==> src/shared/sibacc_map.svh <==
// offsets, field positions and reset values of the indexed block access slave
`ifndef SIBACC_MAP_SVH
`define SIBACC_MAP_SVH
`define SIBACC_ADDR_W        8'hD2
`define SIBACC_ADDR_R        8'hD3
`define SIBACC_BYTES         16
`define SIBACC_IDX_W         4
`define SIBACC_BC_IDX        4'h6
`define SIBACC_BC_LSB        0
`define SIBACC_BC_MSB        5
`define SIBACC_BC_RESET      8'h08
`define SIBACC_CFG_RESET     8'h00
`endif

==> src/shared/sibacc_pkg.sv <==
// types of the indexed block access slave
package sibacc_pkg;
    typedef enum {
        SIBACC_IDLE,
        SIBACC_ADDR,
        SIBACC_INDEX,
        SIBACC_COUNT,
        SIBACC_WDATA,
        SIBACC_ACK,
        SIBACC_TXB,
        SIBACC_RACK,
        SIBACC_IGNORE
    } sibacc_state_e;
endpackage

==> src/sibacc_mem.sv <==
// configuration byte store, registered read port
`timescale 1ns/10ps
`default_nettype none
`include "sibacc_map.svh"
module sibacc_mem #(
    parameter int DEPTH = `SIBACC_BYTES,
    parameter int AW    = `SIBACC_IDX_W
) (
    input  wire logic          clk,
    input  wire logic          rst,
    input  wire logic          we,
    input  wire logic [AW-1:0] waddr,
    input  wire logic [7:0]    wdata,
    input  wire logic [AW-1:0] raddr,
    output logic      [7:0]    rdata
);
    logic [7:0] mem_reg [DEPTH];

    genvar g;
    generate
        for (g = 0; g < DEPTH; g++)
        begin : g_byte
            always_ff @(posedge clk)
            begin
                if (rst)
                    mem_reg[g] <= (g == `SIBACC_BC_IDX) ? `SIBACC_BC_RESET : `SIBACC_CFG_RESET;
                else if (we && waddr == AW'(g))
                    mem_reg[g] <= wdata;
            end
        end
    endgenerate

    always_ff @(posedge clk)
    begin
        if (rst)
            rdata <= 8'h00;
        else
            rdata <= mem_reg[raddr];
    end
endmodule // sibacc_mem
`default_nettype wire

==> src/sibacc_slave.sv <==
// smbus indexed block access slave, oversampled on the system clock
//
// Summary of operation
// - ack write address, index and count bytes
// - ack each data byte, store consecutively
// - first read byte is the byte count
// - then consecutive bytes, count-limited
// - host nacks last; device releases data line
// - six-bit read count, defaults to eight
`timescale 1ns/10ps
`default_nettype none
`include "sibacc_map.svh"
module sibacc_slave #(
    parameter int        AW     = `SIBACC_IDX_W,
    parameter logic [7:0] ADDR_W = `SIBACC_ADDR_W
) (
    input  wire logic CLK,
    input  wire logic RST,
    input  wire logic SMB_CLK_I,
    input  wire logic SMB_DAT_I,
    output logic      SMB_DAT_O,
    output logic      SMB_DAT_OE_N
);
    ////////////////////////////////////////////////////////////////////////////
    // pin synchronisers
    logic [1:0] scl_sync_reg;
    logic [1:0] sda_sync_reg;
    logic       scl_d_reg;
    logic       sda_d_reg;

    always_ff @(posedge CLK)
    begin
        if (RST)
        begin
            scl_sync_reg <= 2'b11;
            sda_sync_reg <= 2'b11;
            scl_d_reg    <= 1'b1;
            sda_d_reg    <= 1'b1;
        end
        else
        begin
            scl_sync_reg <= {scl_sync_reg[0], SMB_CLK_I};
            sda_sync_reg <= {sda_sync_reg[0], SMB_DAT_I};
            scl_d_reg    <= scl_sync_reg[1];
            sda_d_reg    <= sda_sync_reg[1];
        end
    end

    logic scl;
    logic sda;
    logic scl_rise;
    logic scl_fall;
    logic start_cond;
    logic stop_cond;
    assign scl        = scl_sync_reg[1];
    assign sda        = sda_sync_reg[1];
    assign scl_rise   = scl & ~scl_d_reg;
    assign scl_fall   = ~scl & scl_d_reg;
    // data edges only count while the clock is high and stable
    assign start_cond = scl & scl_d_reg & sda_d_reg & ~sda;
    assign stop_cond  = scl & scl_d_reg & ~sda_d_reg & sda;

    ////////////////////////////////////////////////////////////////////////////
    // byte engine
    sibacc_pkg::sibacc_state_e state_reg;
    sibacc_pkg::sibacc_state_e after_ack_reg;
    logic [7:0]    shift_reg;
    logic [3:0]    bit_cnt_reg;
    logic [AW-1:0] index_reg;
    logic [5:0]    left_reg;
    logic          drive_low_reg;
    logic          tx_bit_reg;
    logic          tx_mode_reg;
    logic          mem_we_reg;
    logic [7:0]    mem_wdata_reg;
    logic [AW-1:0] mem_waddr_reg;
    logic [7:0]    mem_rdata;
    logic [7:0]    bc_byte_reg;

    logic [7:0] rx_byte;
    assign rx_byte = {shift_reg[6:0], sda};

    sibacc_mem #(
        .DEPTH (`SIBACC_BYTES),
        .AW    (AW)
    ) u_mem (
        .clk   (CLK),
        .rst   (RST),
        .we    (mem_we_reg),
        .waddr (mem_waddr_reg),
        .wdata (mem_wdata_reg),
        .raddr (index_reg),
        .rdata (mem_rdata)
    );

    // shadow of the count byte so the count can be sent without a memory turn
    always_ff @(posedge CLK)
    begin
        if (RST)
            bc_byte_reg <= `SIBACC_BC_RESET;
        else if (mem_we_reg && mem_waddr_reg == AW'(`SIBACC_BC_IDX))
            bc_byte_reg <= mem_wdata_reg;
    end

    always_ff @(posedge CLK)
    begin
        if (RST)
        begin
            state_reg      <= sibacc_pkg::SIBACC_IDLE;
            after_ack_reg  <= sibacc_pkg::SIBACC_IDLE;
            shift_reg      <= 8'h00;
            bit_cnt_reg    <= 4'h0;
            index_reg      <= '0;
            left_reg       <= 6'h00;
            drive_low_reg  <= 1'b0;
            tx_bit_reg     <= 1'b1;
            tx_mode_reg    <= 1'b0;
            mem_we_reg     <= 1'b0;
            mem_wdata_reg  <= 8'h00;
            mem_waddr_reg  <= '0;
        end
        else
        begin
            mem_we_reg <= 1'b0;
            if (stop_cond)
            begin
                state_reg     <= sibacc_pkg::SIBACC_IDLE;
                drive_low_reg <= 1'b0;
                tx_mode_reg   <= 1'b0;
            end
            else if (start_cond)
            begin
                state_reg     <= sibacc_pkg::SIBACC_ADDR;
                bit_cnt_reg   <= 4'h0;
                drive_low_reg <= 1'b0;
                tx_mode_reg   <= 1'b0;
            end
            else
            begin
                case (state_reg)
                    sibacc_pkg::SIBACC_ADDR,
                    sibacc_pkg::SIBACC_INDEX,
                    sibacc_pkg::SIBACC_COUNT,
                    sibacc_pkg::SIBACC_WDATA:
                    begin
                        if (scl_rise)
                        begin
                            shift_reg   <= rx_byte;
                            bit_cnt_reg <= bit_cnt_reg + 4'h1;
                        end
                        if (scl_fall && bit_cnt_reg == 4'h8)
                        begin
                            bit_cnt_reg   <= 4'h0;
                            drive_low_reg <= 1'b1;
                            state_reg     <= sibacc_pkg::SIBACC_ACK;
                            case (state_reg)
                                sibacc_pkg::SIBACC_ADDR:
                                begin
                                    if (shift_reg[7:1] != ADDR_W[7:1])
                                    begin
                                        // not our address: stay off the line
                                        drive_low_reg <= 1'b0;
                                        state_reg     <= sibacc_pkg::SIBACC_IGNORE;
                                    end
                                    else if (shift_reg[0])
                                    begin
                                        tx_mode_reg    <= 1'b1;
                                        left_reg       <= bc_byte_reg[`SIBACC_BC_MSB:`SIBACC_BC_LSB];
                                        after_ack_reg  <= sibacc_pkg::SIBACC_TXB;
                                    end
                                    else
                                        after_ack_reg <= sibacc_pkg::SIBACC_INDEX;
                                end
                                sibacc_pkg::SIBACC_INDEX:
                                begin
                                    index_reg     <= shift_reg[AW-1:0];
                                    after_ack_reg <= sibacc_pkg::SIBACC_COUNT;
                                end
                                sibacc_pkg::SIBACC_COUNT:
                                    after_ack_reg <= sibacc_pkg::SIBACC_WDATA;
                                default:
                                begin
                                    mem_we_reg    <= 1'b1;
                                    mem_waddr_reg <= index_reg;
                                    mem_wdata_reg <= shift_reg;
                                    index_reg     <= index_reg + AW'(1);
                                    after_ack_reg <= sibacc_pkg::SIBACC_WDATA;
                                end
                            endcase
                        end
                    end
                    sibacc_pkg::SIBACC_ACK:
                    begin
                        if (scl_fall)
                        begin
                            drive_low_reg <= 1'b0;
                            state_reg     <= after_ack_reg;
                            if (after_ack_reg == sibacc_pkg::SIBACC_TXB)
                            begin
                                shift_reg   <= bc_byte_reg;
                                tx_bit_reg  <= bc_byte_reg[7];
                                bit_cnt_reg <= 4'h1;
                            end
                        end
                    end
                    sibacc_pkg::SIBACC_TXB:
                    begin
                        if (scl_fall)
                        begin
                            if (bit_cnt_reg == 4'h8)
                            begin
                                tx_bit_reg <= 1'b1; // let the host answer
                                state_reg  <= sibacc_pkg::SIBACC_RACK;
                            end
                            else
                            begin
                                tx_bit_reg  <= shift_reg[3'(7 - bit_cnt_reg)];
                                bit_cnt_reg <= bit_cnt_reg + 4'h1;
                            end
                        end
                    end
                    sibacc_pkg::SIBACC_RACK:
                    begin
                        if (scl_rise)
                            shift_reg[0] <= sda; // ack level from the host
                        if (scl_fall)
                        begin
                            // nack or count spent ends the burst
                            // left counts data bytes still owed; zero after the count byte sends none
                            if (shift_reg[0] || left_reg == 6'h00)
                            begin
                                tx_mode_reg <= 1'b0;
                                state_reg   <= sibacc_pkg::SIBACC_IGNORE;
                            end
                            else
                            begin
                                // memory read of index_reg is already settled
                                shift_reg   <= mem_rdata;
                                tx_bit_reg  <= mem_rdata[7];
                                bit_cnt_reg <= 4'h1;
                                index_reg   <= index_reg + AW'(1);
                                left_reg    <= left_reg - 6'h01;
                                state_reg   <= sibacc_pkg::SIBACC_TXB;
                            end
                        end
                    end
                    sibacc_pkg::SIBACC_IGNORE,
                    sibacc_pkg::SIBACC_IDLE:
                    begin
                        tx_mode_reg <= 1'b0;
                    end
                    default:
                        state_reg <= sibacc_pkg::SIBACC_IDLE;
                endcase
            end
        end
    end

    ////////////////////////////////////////////////////////////////////////////
    // open-drain data pin, output enable active low
    logic pull_low;
    assign pull_low = drive_low_reg | (tx_mode_reg && state_reg == sibacc_pkg::SIBACC_TXB && !tx_bit_reg);

    always_ff @(posedge CLK)
    begin
        if (RST)
        begin
            SMB_DAT_O    <= 1'b1;
            SMB_DAT_OE_N <= 1'b1;
        end
        else
        begin
            SMB_DAT_O    <= 1'b0;
            SMB_DAT_OE_N <= ~pull_low;
        end
    end
endmodule // sibacc_slave
`default_nettype wire

==> config.mk <==
export PLATFORM = sky130hd
export DESIGN_NAME = sibacc_slave
export DESIGN_NICKNAME = d
export VERILOG_FILES = /design/src/shared/sibacc_pkg.sv /design/src/sibacc_mem.sv /design/src/sibacc_slave.sv
export VERILOG_INCLUDE_DIRS = /design/src /design/src/shared
export SDC_FILE = /design/constraint.sdc
export NUM_CORES = 1
export LEC_CHECK = 0
export BUFFER_PORTS_ARGS = -buffer_cell sky130_fd_sc_hd__buf_4
export CORE_ASPECT_RATIO = 0.8
export CORE_MARGIN = 4
export CORE_UTILIZATION = 65
export DETAILED_ROUTE_END_ITERATION = 7
export PLACE_DENSITY = 0.79
export SETUP_SLACK_MARGIN = 0.15
export SYNTH_ARGS = -nofsm -noshare
export SYNTH_HDL_FRONTEND = slang
export SYNTH_HIERARCHICAL = 1
export SYNTH_SLANG_ARGS = --single-unit
==> constraint.sdc <==
create_clock -name CLK -period 4.1 [get_ports CLK]
set_clock_uncertainty 0.05 [all_clocks]
set_input_delay 0.205 -clock CLK [delete_from_list [all_inputs] [get_ports CLK]]
set_output_delay 0.205 -clock CLK [all_outputs]
set_load 0.01 [all_outputs]
==> metrics.cfg <==
[clock_tree]
cts_buffer_depth=2
clock_sinks=197
cts_made_buffers=17
cts_tree=yes
clk_latency_ps=430
cts_resized=0
cts_max_level=4
cts.root.buffer_cell=clkbuf_16
clk_pin_slew_worst_paths_ps=70
post_cts_buffers=0
postCtsHoldBufs=2

[route]
vias=6686
avgRoutedWirePerCell_um=23.36
drtIter0Drc=960
drc_errors=0
wirelength_mm=23.27
post_drt_via_cell_ratio=6.713
firstDrtPassIters=6
ant_nets=0

[outcome]
status=completed

[sta]
layout_setup_ws_ps=812.4
hold_viol=0
fin_crit_sh_pct=80.19
slew_viol_final=0
fmax_mhz=304.2
rsz0062_at_grt=false
min_period_ps=3288
setup_viol=0
tns_ps=0
tightest_slew_ps=1176
relSlewSlack_pct=21.41

[synthesis]
synth_common_cells=131 x and2_1, 128 x edfxtp_1, 69 x dfxtp_1
synth_nets=829
syn_inst=820
ys_seq_elements=197
synth_largest_area_cell=edfxtp_1
syn_area_sq_um=9509
async_reset_ff_share_pct=0
synth.top_cell.area_share_pct=40.42
synth-edff-count=128
ys_seq_area_share_pct=54.95
yosys_most_used_dff=edfxtp_1
synth_warnings=6
avgSynthCellArea_sq_um=11.60
synthTopCellsByArea=edfxtp_1 40%, dfxtp_1 15%, and2_1 8.6%
synth_cell_types=64
synth_most_common_cell=and2_1

[finish]
area_delta_synth_final_pct=6.328
largest_reg_flops=128
utilization_pct=70.72
fin_nets=808
diodes=0
layout-drive-gt1-share_pct=7.882

[pwr]
pwr-share-clk_pct=40.6
combinationalPowerShare_pct=3.2
p_seq_share_pct=56.2
vdd_drop_max_mv=0.3569
swShare_pct=22.76
p_leak_uw=0.003494
power_uw=3864
p_int_uw=2985
p_per_area_nw_per_um2=382.2
power_switching_uw=879.5

[global_routing]
grt_max_degree=67
grt.total_usage_pct=29.19
grt_remaining_overflow=0
antenna_found_initial=1
grt_pass1_wl_mm=36.05
grt_pass1_vias=6186

[floorplan]
io_pins=6
die_h_um=116.2
core_sq_um=14300
start_util_pct=66.51
rows=39
dieArea_sq_um=16640
die_w_um=143.2

[min_path]
hold_path.class=input pin to register

[placed_design]
gp_congestion=0.9504
dp_hpwl_mm=15.72
pre_cts_ws_ps=989.7
port_buffers=5

[setup_path]
end_kind=register
rrSetupSlack_ps=810
crit_required_ps=4410
path_max_fanout=27
worst_setup_path_start_kind=register
path_class=register to register
cp.arrival_ps=3590

[flow_run]
drv_cap=0

-- placed cells by master, fill, tap and decap left out, types with 7 or more instances in the layout --
master and instances:
a21oi_1 22, dfxtp_1 68, mux4_2 9, nor2_1 56
nand2b_1 11, o21bai_1 17, nand2_1 30, nor2b_1 14
edfxtp_1 128, or2_2 8, nor3b_1 10, a221oi_1 8
o2bb2ai_1 7, a22oi_1 18, nand4_1 8, buf_4 7
nor3_1 11, clkbuf_16 17, o21ai_0 27, inv_1 11
nand3_1 15, mux2i_1 68, and2_1 131
-- final cells by class --
class                   count  area [sq um]
well taps                 184         230.2
inverters                  11         41.29
clock buffers              18         429.2
clock inverters            14         120.1
multi-input cells         563          3989
repair buffers              9         72.57
flip-flops and latches    197          5229
fillers                  1004          4187
-- metal layers --
metal / GRT usage [%] / wire (um) / up-vias
met1: 46.20 / 10360 / 3334
met5: 0 / 0 / -
li1: - / - / 2998
met2: 42.46 / 10240 / 327
met3: 5.444 / 2469 / 27
met4: 6.085 / 200 / 0
-- power by group through the flow --
stage | registers (uW) | clock network, uW | logic, uW
6_report | 2170 | 1570 | 125
5_1_grt | 2180 | 1680 | 133
4_1_cts | 2170 | 1580 | 122
3_5_place_dp | 2220 | 0 | 120
3_3_place_gp | 2210 | 0 | 116
2_1_floorplan | 2210 | 0 | 85.6
-- worst max-delay path, stage by stage, from the launching register on --
cell and delay (ps):
dfxtp_1 930, nand4b_1 760, nor3_1 1040, a221oi_1 200, o2bb2ai_1 220
-- per-stage QoR --
step / instance area (sq um) / cells / hold slack [ps]
after global placement: 9542 / 962 / 339.9
final: 10110 / 996 / 185.7
after detailed placement: 9542 / 962 / 345.2
after CTS: 10110 / 996 / 175.6
after global routing: 10110 / 996 / 190.8
after floorplan: 9509 / 820 / 182.7
-- final timing paths --
path	from	end	cells past startpoint
setup reg to reg	state_reg[1]	shift_reg[7]	4
hold reg to reg	scl_sync_reg[0]	scl_sync_reg[1]	1
setup / recovery	state_reg[1]	shift_reg[7]	4
hold / removal	RST	SMB_DAT_O	1
-- logic make-up (layout without fill, tap and decap cells) --
logic type | Yosys count | after routing | synth area share (%)
xor gates and xnor gates | 2 | 2 | 0.1842
adders and majority gates | 5 | 5 | 0.6579
DFF | 197 | 197 | 54.95
muxes | 81 | 81 | 10.39
buffers and inverters | 60 | 52 | 3.105
and+or+nand+nor | 319 | 319 | 18.87
AOI/OAI and AO/OA | 156 | 156 | 11.84
Note: power is estimated with default switching activity, not from simulation.
